**config.mk**
```make
export PLATFORM = sky130hd
export DESIGN_NAME = pso_top
export DESIGN_NICKNAME = d
export VERILOG_FILES = /design/src/core/pso_pkg.sv /design/src/core/pso_top.sv /design/src/core/pso_ssi_tx.sv /design/src/core/pso_spi_master.sv
export SDC_FILE = /design/constraint.sdc
export NUM_CORES = 1
export LEC_CHECK = 0
export BUFFER_PORTS_ARGS = -buffer_cell sky130_fd_sc_hd__buf_2
export CAP_MARGIN = 30
export CORE_ASPECT_RATIO = 0.5
export CORE_MARGIN = 3
export CORE_UTILIZATION = 40
export CTS_BUF_LIST = sky130_fd_sc_hd__clkbuf_4 sky130_fd_sc_hd__clkbuf_8 sky130_fd_sc_hd__clkbuf_16
export CTS_CLUSTER_DIAMETER = 50
export DETAILED_ROUTE_END_ITERATION = 12
export PLACE_DENSITY = 0.61
export SETUP_SLACK_MARGIN = 0.15
export SYNTH_ARGS = -nofsm -noshare
export SYNTH_HDL_FRONTEND = slang
export SYNTH_SLANG_ARGS = --single-unit
```
**constraint.sdc**
```tcl
create_clock -name clk_sys -period 3.5 [get_ports clk_sys]
set_clock_uncertainty 0.15 [all_clocks]
set_input_delay 0.7 -clock clk_sys [delete_from_list [all_inputs] [get_ports clk_sys]]
set_output_delay 0.7 -clock clk_sys [all_outputs]
set_load 0.005 [all_outputs]
```
**src/core/pso_pkg.sv**
```systemverilog
package pso_pkg;

  // Register byte addresses on the AXI4-Lite slave
  localparam logic [7:0] ADDR_IFACE_CFG  = 8'h00;
  localparam logic [7:0] ADDR_MAIN_CFG   = 8'h04;
  localparam logic [7:0] ADDR_POSITION   = 8'h08;
  localparam logic [7:0] ADDR_IRQ_STATUS = 8'h0C;
  localparam logic [7:0] ADDR_IRQ_MASK   = 8'h10;
  localparam logic [7:0] ADDR_SPI_RX     = 8'h14;
  localparam logic [7:0] ADDR_STATE      = 8'h18;

  // Field positions of interface_config_reg
  localparam int TMO_LSB   = 0;
  localparam int TMO_W     = 16;
  localparam int RING_BIT  = 16;
  localparam int SHORT_BIT = 17;
  localparam int SEL_BIT   = 18;

  // Field positions of main_config_reg
  localparam int MODE_LSB     = 0;
  localparam int MODE_SPI_BIT = 3;

  // Interrupt status and state register bits
  localparam int IRQ_FRAME_BIT  = 0;
  localparam int IRQ_SPI_BIT    = 1;
  localparam int ST_SSI_BIT     = 0;
  localparam int ST_INIT_BIT    = 1;
  localparam int ST_NVM_BIT     = 2;
  localparam int ST_SPI_BSY_BIT = 3;

  // Values after reset: select, short frame and ring set, timeout field 0x40
  localparam logic [31:0] IFACE_CFG_RST = 32'h0007_0040;
  localparam logic [31:0] MAIN_CFG_RST  = 32'h0000_0000;
  localparam logic [31:0] WORD_ZERO     = 32'h0000_0000;
  localparam logic [1:0]  IRQ_RST       = 2'h0;

  // Frame geometry
  localparam logic [5:0]  FRAME_LONG  = 6'h20;
  localparam logic [5:0]  FRAME_SHORT = 6'h14;
  localparam logic [11:0] SHORT_PAD   = 12'h000;
  localparam logic [16:0] TMO_EXTRA   = 17'h00003;

  // Timing: init time in ns, clock rate in MHz, count rounded up
  localparam int CLK_FREQ_MHZ = 200;
  localparam int INIT_TIME_NS = 1000;
  localparam int INIT_CYC     = (INIT_TIME_NS * CLK_FREQ_MHZ + 999) / 1000;
  localparam logic [7:0] INIT_LAST = 8'(INIT_CYC - 1);

  // SPI master half-period schedule, clock at half the system rate
  localparam logic [6:0] SPI_HALVES     = 7'h40;
  localparam logic [6:0] SPI_FIRST_SMPL = 7'h03;
  localparam logic [6:0] SPI_LAST_HALF  = 7'h41;

  localparam logic [1:0] RESP_OKAY   = 2'h0;
  localparam logic [1:0] RESP_SLVERR = 2'h2;

  typedef enum logic [1:0] {SSI_IDLE, SSI_SHIFT, SSI_TMO} pso_ssi_state_e;
  typedef enum logic {SPI_IDLE, SPI_RUN} pso_spi_state_e;

endpackage

```
**src/core/pso_top.sv**
```systemverilog
`timescale 1ns/100ps
`default_nettype none
module pso_top (
  input  wire logic        clk_sys,
  input  wire logic        nrst,
  input  wire logic [7:0]  s_axi_awaddr,
  input  wire logic        s_axi_awvalid,
  output logic             s_axi_awready,
  input  wire logic [31:0] s_axi_wdata,
  input  wire logic [3:0]  s_axi_wstrb,
  input  wire logic        s_axi_wvalid,
  output logic             s_axi_wready,
  output logic [1:0]       s_axi_bresp,
  output logic             s_axi_bvalid,
  input  wire logic        s_axi_bready,
  input  wire logic [7:0]  s_axi_araddr,
  input  wire logic        s_axi_arvalid,
  output logic             s_axi_arready,
  output logic [31:0]      s_axi_rdata,
  output logic [1:0]       s_axi_rresp,
  output logic             s_axi_rvalid,
  input  wire logic        s_axi_rready,
  input  wire logic        serial_enable_pin,
  input  wire logic        ssi_clk_in,
  output logic             ssi_data_out,
  output logic             error_out_n,
  input  wire logic [31:0] position_in,
  input  wire logic        pos_error,
  input  wire logic        pos_warning,
  input  wire logic [31:0] nvm_interface_cfg,
  input  wire logic        nvm_config_valid,
  output logic             spi_sclk,
  output logic             spi_mosi,
  input  wire logic        spi_miso,
  output logic             spi_cs_n,
  output logic             irq
);
  import pso_pkg::*;

  logic [31:0] interface_config_reg;
  logic [31:0] main_config_reg;
  logic [31:0] position_value_reg;
  logic [31:0] spi_rx_reg;
  logic [1:0]  irq_status_reg;
  logic [1:0]  irq_mask_reg;
  logic [7:0]  init_cnt_reg;
  logic        init_done_reg;
  logic        sen_low_seen_reg;
  logic        nvm_ok_reg;
  logic        ssi_en_reg;
  logic        sen_s1_reg, sen_s2_reg;
  logic        sck_s1_reg, sck_s2_reg;
  logic        miso_s1_reg, miso_s2_reg;
  logic        aw_hold_reg, w_hold_reg;
  logic [7:0]  awaddr_reg;
  logic [31:0] wdata_reg;
  logic [3:0]  wstrb_reg;
  logic [31:0] spi_rx_word;
  logic        spi_rx_done;
  logic        spi_busy;
  logic        frame_done;

  // Address decode shared by the read and write paths
  function automatic logic addr_mapped(input logic [7:0] a);
    return a == ADDR_IFACE_CFG || a == ADDR_MAIN_CFG || a == ADDR_POSITION ||
           a == ADDR_IRQ_STATUS || a == ADDR_IRQ_MASK || a == ADDR_SPI_RX ||
           a == ADDR_STATE;
  endfunction

  function automatic logic [31:0] apply_strobe(input logic [31:0] old_v,
                                               input logic [31:0] new_v,
                                               input logic [3:0]  strb);
    logic [31:0] res;
    res = old_v;
    for (int i = 0; i < 4; i++) begin
      if (strb[i]) begin
        res[i*8 +: 8] = new_v[i*8 +: 8];
      end
    end
    return res;
  endfunction

  // Pins from other clock domains pass two flops before use
  always_ff @(posedge clk_sys or negedge nrst) begin
    if (!nrst) begin
      // Reset at the requesting level; a high value would clear sen_low_seen_reg and rule out SSI mode
      sen_s1_reg  <= 1'b0;
      sen_s2_reg  <= 1'b0;
      sck_s1_reg  <= 1'b1;
      sck_s2_reg  <= 1'b1;
      miso_s1_reg <= 1'b0;
      miso_s2_reg <= 1'b0;
    end else begin
      sen_s1_reg  <= serial_enable_pin;
      sen_s2_reg  <= sen_s1_reg;
      sck_s1_reg  <= ssi_clk_in;
      sck_s2_reg  <= sck_s1_reg;
      miso_s1_reg <= spi_miso;
      miso_s2_reg <= miso_s1_reg;
    end
  end

  // Write channel decode
  wire        do_write  = aw_hold_reg & w_hold_reg & ~s_axi_bvalid;
  wire        wr_cfg    = do_write & (awaddr_reg == ADDR_IFACE_CFG);
  wire        wr_main   = do_write & (awaddr_reg == ADDR_MAIN_CFG);
  wire        wr_status = do_write & (awaddr_reg == ADDR_IRQ_STATUS);
  wire        wr_mask   = do_write & (awaddr_reg == ADDR_IRQ_MASK);
  wire [31:0] wr_merged = apply_strobe(WORD_ZERO, wdata_reg, wstrb_reg);
  wire [31:0] cfg_at_init = nvm_config_valid ? nvm_interface_cfg : interface_config_reg;
  wire        init_last = ~init_done_reg & (init_cnt_reg == INIT_LAST);
  assign s_axi_awready = ~aw_hold_reg & ~s_axi_bvalid;
  assign s_axi_wready  = ~w_hold_reg & ~s_axi_bvalid;
  assign s_axi_arready = ~s_axi_rvalid;

  // Initialization: count, watch the enable pin, take memory settings at the end
  always_ff @(posedge clk_sys or negedge nrst) begin
    if (!nrst) begin
      init_cnt_reg     <= 8'h00;
      init_done_reg    <= 1'b0;
      sen_low_seen_reg <= 1'b1;
      nvm_ok_reg       <= 1'b0;
      ssi_en_reg       <= 1'b0;
      error_out_n      <= 1'b0;
    end else if (!init_done_reg) begin
      init_cnt_reg <= init_cnt_reg + 8'h01;
      if (sen_s2_reg) begin
        sen_low_seen_reg <= 1'b0;
      end
      if (init_last) begin
        init_done_reg <= 1'b1;
        error_out_n   <= 1'b1;
        nvm_ok_reg    <= nvm_config_valid;
        // Decided once; later writes of the select bit do not switch modes
        ssi_en_reg <= sen_low_seen_reg & ~sen_s2_reg & cfg_at_init[SEL_BIT] &
                      nvm_config_valid;
      end
    end
  end

  // Configuration registers; memory copy wins at the end of init
  always_ff @(posedge clk_sys or negedge nrst) begin
    if (!nrst) begin
      interface_config_reg <= IFACE_CFG_RST;
      main_config_reg      <= MAIN_CFG_RST;
      irq_mask_reg         <= IRQ_RST;
    end else begin
      if (init_last) begin
        interface_config_reg <= cfg_at_init;
      end else if (wr_cfg) begin
        interface_config_reg <= apply_strobe(interface_config_reg, wdata_reg, wstrb_reg);
      end
      if (wr_main) begin
        main_config_reg <= apply_strobe(main_config_reg, wdata_reg, wstrb_reg);
      end
      if (wr_mask) begin
        irq_mask_reg <= wr_merged[1:0];
      end
    end
  end

  // Sticky events; a new event beats a write-one-to-clear in the same cycle
  wire [1:0] irq_set = {spi_rx_done, frame_done};
  wire [1:0] irq_clr = wr_status ? wr_merged[1:0] : IRQ_RST;
  assign irq = |(irq_status_reg & irq_mask_reg);

  always_ff @(posedge clk_sys or negedge nrst) begin
    if (!nrst) begin
      irq_status_reg     <= IRQ_RST;
      position_value_reg <= WORD_ZERO;
      spi_rx_reg         <= WORD_ZERO;
    end else begin
      irq_status_reg     <= (irq_status_reg & ~irq_clr) | irq_set;
      position_value_reg <= position_in;
      if (spi_rx_done) begin
        spi_rx_reg <= spi_rx_word;
      end
    end
  end

  // AXI write handshake: address and data in either order, then one response
  always_ff @(posedge clk_sys or negedge nrst) begin
    if (!nrst) begin
      aw_hold_reg  <= 1'b0;
      w_hold_reg   <= 1'b0;
      awaddr_reg   <= 8'h00;
      wdata_reg    <= WORD_ZERO;
      wstrb_reg    <= 4'h0;
      s_axi_bvalid <= 1'b0;
      s_axi_bresp  <= RESP_OKAY;
    end else begin
      if (s_axi_awvalid && s_axi_awready) begin
        aw_hold_reg <= 1'b1;
        awaddr_reg  <= s_axi_awaddr;
      end
      if (s_axi_wvalid && s_axi_wready) begin
        w_hold_reg <= 1'b1;
        wdata_reg  <= s_axi_wdata;
        wstrb_reg  <= s_axi_wstrb;
      end
      if (do_write) begin
        aw_hold_reg  <= 1'b0;
        w_hold_reg   <= 1'b0;
        s_axi_bvalid <= 1'b1;
        s_axi_bresp  <= addr_mapped(awaddr_reg) ? RESP_OKAY : RESP_SLVERR;
      end else if (s_axi_bready) begin
        s_axi_bvalid <= 1'b0;
      end
    end
  end

  // Read mux; state word shows what the block decided at init
  wire [31:0] state_word = {28'h0000000, spi_busy, nvm_ok_reg, init_done_reg, ssi_en_reg};
  wire [31:0] rd_mux =
    (s_axi_araddr == ADDR_IFACE_CFG)  ? interface_config_reg :
    (s_axi_araddr == ADDR_MAIN_CFG)   ? main_config_reg :
    (s_axi_araddr == ADDR_POSITION)   ? position_value_reg :
    (s_axi_araddr == ADDR_IRQ_STATUS) ? {30'h00000000, irq_status_reg} :
    (s_axi_araddr == ADDR_IRQ_MASK)   ? {30'h00000000, irq_mask_reg} :
    (s_axi_araddr == ADDR_SPI_RX)     ? spi_rx_reg :
    (s_axi_araddr == ADDR_STATE)      ? state_word : WORD_ZERO;

  always_ff @(posedge clk_sys or negedge nrst) begin
    if (!nrst) begin
      s_axi_rvalid <= 1'b0;
      s_axi_rdata  <= WORD_ZERO;
      s_axi_rresp  <= RESP_OKAY;
    end else if (s_axi_arvalid && s_axi_arready) begin
      s_axi_rvalid <= 1'b1;
      s_axi_rdata  <= rd_mux;
      s_axi_rresp  <= addr_mapped(s_axi_araddr) ? RESP_OKAY : RESP_SLVERR;
    end else if (s_axi_rready) begin
      s_axi_rvalid <= 1'b0;
    end
  end

  // Frame word: SPI data replaces the position while the SPI master runs
  wire        spi_en      = main_config_reg[MODE_SPI_BIT];
  wire        short_frame = interface_config_reg[SHORT_BIT];
  wire [31:0] src_word    = spi_en ? spi_rx_reg
                                   : {position_value_reg[29:0], pos_error, pos_warning};
  wire [31:0] src_short   = spi_en ? {spi_rx_reg[19:0], SHORT_PAD}
                                   : {position_value_reg[17:0], pos_error, pos_warning,
                                      SHORT_PAD};
  wire [31:0] frame_word  = short_frame ? src_short : src_word;

  pso_ssi_tx u_ssi (
    .clk_sys       (clk_sys),
    .nrst          (nrst),
    .enable        (ssi_en_reg),
    .ring_mode     (interface_config_reg[RING_BIT]),
    .short_frame   (short_frame),
    .timeout_field (interface_config_reg[TMO_LSB +: TMO_W]),
    .frame_word    (frame_word),
    .sck_level     (sck_s2_reg),
    .data_out      (ssi_data_out),
    .frame_done    (frame_done)
  );

  pso_spi_master u_spi (
    .clk_sys    (clk_sys),
    .nrst       (nrst),
    .enable     (spi_en),
    .tx_word    (position_value_reg),
    .miso_level (miso_s2_reg),
    .spi_sclk   (spi_sclk),
    .spi_mosi   (spi_mosi),
    .spi_cs_n   (spi_cs_n),
    .rx_word    (spi_rx_word),
    .rx_done    (spi_rx_done),
    .busy       (spi_busy)
  );
endmodule
`default_nettype wire

```
**src/core/pso_ssi_tx.sv**
```systemverilog
`timescale 1ns/100ps
`default_nettype none
module pso_ssi_tx (
  input  wire logic        clk_sys,
  input  wire logic        nrst,
  input  wire logic        enable,
  input  wire logic        ring_mode,
  input  wire logic        short_frame,
  input  wire logic [15:0] timeout_field,
  input  wire logic [31:0] frame_word,
  input  wire logic        sck_level,
  output logic             data_out,
  output logic             frame_done
);
  import pso_pkg::*;

  pso_ssi_state_e state_reg;
  logic           sck_prev_reg;
  logic [31:0]    shift_reg;
  logic [5:0]     bit_cnt_reg;
  logic [16:0]    tmo_cnt_reg;

  // Edge detect on the already synchronised clock level
  wire        sck_fall  = sck_prev_reg & ~sck_level;
  wire        sck_rise  = ~sck_prev_reg & sck_level;
  wire [5:0]  frame_len = short_frame ? FRAME_SHORT : FRAME_LONG;
  wire [16:0] tmo_limit = {1'b0, timeout_field} + TMO_EXTRA;
  wire        last_done = bit_cnt_reg == frame_len;

  // Frame shifter: latch on falling edge, one bit per rising edge
  always_ff @(posedge clk_sys or negedge nrst) begin
    if (!nrst) begin
      state_reg    <= SSI_IDLE;
      sck_prev_reg <= 1'b1;
      shift_reg    <= WORD_ZERO;
      bit_cnt_reg  <= 6'h00;
      tmo_cnt_reg  <= 17'h00000;
      data_out     <= 1'b1;
      frame_done   <= 1'b0;
    end else begin
      sck_prev_reg <= sck_level;
      frame_done   <= 1'b0;
      if (!enable) begin
        state_reg <= SSI_IDLE;
        data_out  <= 1'b1;
      end else begin
        case (state_reg)
          SSI_IDLE: begin
            data_out <= 1'b1;
            if (sck_fall) begin
              shift_reg   <= frame_word;
              bit_cnt_reg <= 6'h00;
              tmo_cnt_reg <= 17'h00000;
              state_reg   <= SSI_SHIFT;
            end
          end
          SSI_SHIFT: begin
            // Clock high time; outside ring mode a frame the master cuts short ends at the timeout
            tmo_cnt_reg <= sck_level ? tmo_cnt_reg + 17'h00001 : 17'h00000;
            if (sck_rise && last_done) begin
              frame_done <= 1'b1;
              if (ring_mode) begin
                data_out    <= frame_word[31];
                shift_reg   <= {frame_word[30:0], 1'b0};
                bit_cnt_reg <= 6'h01;
              end else begin
                data_out    <= 1'b1;
                tmo_cnt_reg <= 17'h00000;
                state_reg   <= SSI_TMO;
              end
            end else if (sck_rise) begin
              data_out    <= shift_reg[31];
              shift_reg   <= {shift_reg[30:0], 1'b0};
              bit_cnt_reg <= bit_cnt_reg + 6'h01;
            end else if (!ring_mode && sck_level && tmo_cnt_reg >= tmo_limit) begin
              data_out  <= 1'b1;
              state_reg <= SSI_IDLE;
            end
          end
          SSI_TMO: begin
            // Any low clock restarts the wait, so a busy master never gets stale data
            data_out    <= 1'b1;
            tmo_cnt_reg <= sck_level ? tmo_cnt_reg + 17'h00001 : 17'h00000;
            if (tmo_cnt_reg >= tmo_limit) begin
              state_reg <= SSI_IDLE;
            end
          end
          default: state_reg <= SSI_IDLE;
        endcase
      end
    end
  end

endmodule
`default_nettype wire

```
**src/core/pso_spi_master.sv**
```systemverilog
`timescale 1ns/100ps
`default_nettype none
module pso_spi_master (
  input  wire logic        clk_sys,
  input  wire logic        nrst,
  input  wire logic        enable,
  input  wire logic [31:0] tx_word,
  input  wire logic        miso_level,
  output logic             spi_sclk,
  output logic             spi_mosi,
  output logic             spi_cs_n,
  output logic [31:0]      rx_word,
  output logic             rx_done,
  output logic             busy
);
  import pso_pkg::*;

  pso_spi_state_e state_reg;
  logic [6:0]     half_reg;
  logic [31:0]    tx_sh_reg;
  logic [31:0]    rx_sh_reg;

  // Schedule decode; sampling lags two cycles to cover the miso synchroniser
  wire [6:0]  half_nx  = half_reg + 7'h01;
  wire        fall_nx  = ~half_nx[0] & (half_nx < SPI_HALVES);
  wire        sample   = half_reg[0] & (half_reg >= SPI_FIRST_SMPL);
  wire [31:0] rx_shift = {rx_sh_reg[30:0], miso_level};
  assign busy = state_reg == SPI_RUN;

  // Cyclic 32-bit mode 0 transfer at half the system clock
  always_ff @(posedge clk_sys or negedge nrst) begin
    if (!nrst) begin
      state_reg <= SPI_IDLE;
      half_reg  <= 7'h00;
      tx_sh_reg <= WORD_ZERO;
      rx_sh_reg <= WORD_ZERO;
      rx_word   <= WORD_ZERO;
      rx_done   <= 1'b0;
      spi_sclk  <= 1'b0;
      spi_mosi  <= 1'b0;
      spi_cs_n  <= 1'b1;
    end else begin
      rx_done <= 1'b0;
      case (state_reg)
        SPI_IDLE: begin
          spi_sclk <= 1'b0;
          spi_cs_n <= 1'b1;
          if (enable) begin
            tx_sh_reg <= tx_word;
            spi_mosi  <= tx_word[31];
            spi_cs_n  <= 1'b0;
            half_reg  <= 7'h00;
            state_reg <= SPI_RUN;
          end
        end
        SPI_RUN: begin
          if (!enable) begin
            state_reg <= SPI_IDLE;
            spi_sclk  <= 1'b0;
            spi_cs_n  <= 1'b1;
          end else begin
            half_reg <= half_nx;
            spi_sclk <= half_nx[0] & (half_nx < SPI_HALVES);
            if (fall_nx) begin
              tx_sh_reg <= {tx_sh_reg[30:0], 1'b0};
              spi_mosi  <= tx_sh_reg[30];
            end
            if (sample) begin
              rx_sh_reg <= rx_shift;
            end
            if (half_reg == SPI_LAST_HALF) begin
              rx_word   <= rx_shift;
              rx_done   <= 1'b1;
              spi_cs_n  <= 1'b1;
              state_reg <= SPI_IDLE;
            end
          end
        end
        default: state_reg <= SPI_IDLE;
      endcase
    end
  end

endmodule
`default_nettype wire

```
==> impl_metrics.toml <==
[power]
combPwrFrac_pct = 18.1
ir_worst_vdd_uv = 298
power_frac_clock_pct = 35.9
p_leak_nw = 9.96
total_power_mw = 13.3
p_switching_mw = 3.84
netSwitchingFraction_pct = 28.8
sequentialPowerShare_pct = 46.0
power.internal_mw = 9.48
powerDensity_nw_per_um2 = 626

[route]
wire_per_inst_um = 20.8
routed_wl_mm = 49.0
route.detailed.drc = 0
vias = 12906
drt_pre_antenna_iters = 5
vias_per_cell = 5.47
drtIter0Drc = 932
drtAntennaViolNets = 0

[hold_path]
hold_class = "primary input to flip-flop"
hold-path-cell-count = 1
holdCritStartpoint = "position_in[5]"
hold_end = "position_value_reg[5]$_DFF_PN0_"

[final_layout]
multiInputGateArea_um2 = 7700
syn2layout_area_growth_pct = 17.7
nNetsFinal = 1897
layout-drive-gt1-share_pct = 28.6
utilization_pct = 48.3
regArea_um2 = 10000
fillers = 4010

[worst_setup_path]
start_kind = "flip-flop"
crit_arrival_ns = 3.43
r2r_cells = 11
crit_path_end_kind = "flip-flop"
r2r_slack_ns = 0.37
critPathRequiredTime_ns = 3.80
rr_endpoint = "u_ssi.state_reg[1]$_DFFE_PN0P_"
worstPathMaxFanout = 6
r2r_start = "interface_config_reg[3]$_DFFE_PN0P_"
worstSetupPathType = "flip-flop to flip-flop"

[synthesis]
ys_top_cells_by_area = "dfrtp_1 (54%), mux2_2 (11%), mux2i_1 (3.9%)"
yosysSeqAreaShare_pct = 55.3
yosysWarnings = 0
ys.flop_type = "dfrtp_1"
synth_top_cell_area_share_pct = 53.8
ys_ff_latch = 399
syn-mean-instance-area_um2 = 11.5
synth.distinct_cells = 59
syn_area_um2 = 18100
yosysMostFrequentCell = "dfrtp_1"
yosys-top-cells-count = "dfrtp_1 (389), mux2_2 (173), nand2_1 (157)"
synth_edf_count = 0
async_reset_ff_share_pct = 100
yosysTopAreaCell = "dfrtp_1"
synth_cells = 1576

[global_routing]
first_global_vias = 12628
grt_usage_pct = 20.3
antenna_found_initial = 1
grt_max_degree = 84
overflow = 0
grt_pass1_wl_mm = 75.4

[placed_design]
gp_congestion = 0.846
dpl.hpwl_mm = 35.0
io_buffers = 173
dp_slack_ns = 0.150

[sta]
setup_ws_ns = 0.365
rsz0062_at_grt = "false"
tns_ns = 0
setup_viol = 0
slew_violations = 0
maxClockFrequency_mhz = 319
hold_viol_final = 0
maxSlewHeadroom_pct = 44.6
worst_pin_slew_ns = 0.819
fin_crit_sh_pct = 89.6
period_needed_ns = 3.13

[floorplanning]
die_area_um2 = 48000
pin_count = 176
core_um2 = 44100
start_util_pct = 41.0
die_h_um = 156
chipWidth_um = 307
fp-row-count = 54

[status]
status = "complete, no violations"

[cts]
h-tree-depth = 2
worstSkewPairLatency_ns = 0.56
clock_path_buffers = 3
clk_pin_slew_ns = 0.07
clock-sinks = 399
cts_tree = "built"
root_buffer = "clkbuf_16"
numCtsBuffers = 40

[flow_run]
maxCapViolCount = 0
==> routing by layer <==
metal / global-route usage, % / routed length (um) / vias to the layer above
li1: - / - / 6004
met1: 29.1 / 22700 / 6544
met2: 31.9 / 22900 / 297
met3: 3.91 / 2520 / 61
met4: 4.83 / 982 / 0
met5: 0 / 0 / -
==> worst max-delay path: stages (launching register included) <==
cell      delay, ns
dfrtp_1        0.45
nand4_1        0.19
a21oi_2        0.19
nand4_1        0.19
nor2_1         0.18
xnor2_1        0.15
ha_1           0.25
and4_1         0.21
a221oi_1       0.29
o21ai_1        0.16
o31ai_2        0.25
mux2_1         0.35
==> cells in the final DEF, fill, tap and decap left out, types with 6 or more instances in the layout <==
cell	n
ha_1	28
nand3_1	27
a21o_1	35
or3_1	8
clkinv_2	7
a31oi_1	34
dfrtp_1	387
dfstp_2	10
o21ai_0	67
nand4_1	7
xor2_1	18
inv_1	23
a22oi_1	92
mux2_2	173
clkbuf_16	42
buf_12	8
buf_2	172
xnor2_1	15
bufinv_16	7
nand2_1	157
mux2i_1	70
mux4_2	7
buf_4	33
a21oi_1	44
and3_1	10
nor2b_1	17
clkbuf_4	8
nor3_2	6
a211oi_1	47
nor2_1	117
nor3_1	12
==> power by group through the flow <==
stage          sequential, mW  combinational [mW]  clock [mW]
2_1_floorplan            5.95                1.71           0
3_3_place_gp             6.18                2.36           0
3_5_place_dp             6.20                2.41           0
4_1_cts                  6.12                2.42        4.87
5_1_grt                  6.23                2.73        5.06
6_report                 6.13                2.41        4.78
==> how the worst max path moves through the flow <==
stage                                        startpoint                        endpoint  slack (ns)  depth (start not counted)
floorplan           interface_config_reg[0]$_DFFE_PN0P_  u_ssi.state_reg[1]$_DFFE_PN0P_        0.35                         13
global placement    interface_config_reg[3]$_DFFE_PN0P_  u_ssi.state_reg[1]$_DFFE_PN0P_        0.29                         11
detailed placement  interface_config_reg[3]$_DFFE_PN0P_  u_ssi.state_reg[1]$_DFFE_PN0P_        0.15                         11
CTS                 interface_config_reg[3]$_DFFE_PN0P_  u_ssi.state_reg[1]$_DFFE_PN0P_        0.23                         11
global route        interface_config_reg[0]$_DFFE_PN0P_  u_ssi.state_reg[1]$_DFFE_PN0P_        0.15                         13
finish              interface_config_reg[3]$_DFFE_PN0P_  u_ssi.state_reg[1]$_DFFE_PN0P_        0.37                         11
==> cell type report <==
type | instances | share of cell area (%)
Sequential cell | 399 | 47.0
Clock inverter | 18 | 1.35
Clock buffer | 55 | 5.54
Inverter | 23 | 0.406
Tap cell | 588 | 3.46
Antenna cell | 2 | 0.0235
Multi-Input combinational cell | 1060 | 36.2
Timing Repair Buffer | 215 | 6.08
==> metrics by stage <==
| stage | std cells | instance area, um2 | hold WS (ns) |
|---|---|---|---|
| finish | 2360 | 21300 | 0.0936 |
| global route | 2359 | 21300 | 0.0691 |
| CTS | 2357 | 21200 | 0.0709 |
| detailed placement | 2283 | 19800 | 0.196 |
| global placement | 2283 | 19800 | 0.188 |
| floorplan | 1577 | 18100 | 0.181 |
==> cells by family after synthesis <==
family,count (synthesis),synth area share [%]
AO/OA/AOI/OAI,344,12.6
XOR/XNOR,33,1.60
adder cells (fa/ha/maj),29,2.01
buffers and inverters,118,2.64
flip-flops,399,55.3
multiplexers,251,15.6
other,1,0.0207
AND/OR/NAND/NOR,401,10.3
==> repair_timing <==
item,in CTS,in global routing
setup endpoints to repair,1,3
hold endpoints to repair,55,0
buffers inserted,0,1
pin swaps,0,2
hold buffers,1,0
resized for setup,1,6
No activity file was read; power rests on OpenSTA's default activity.
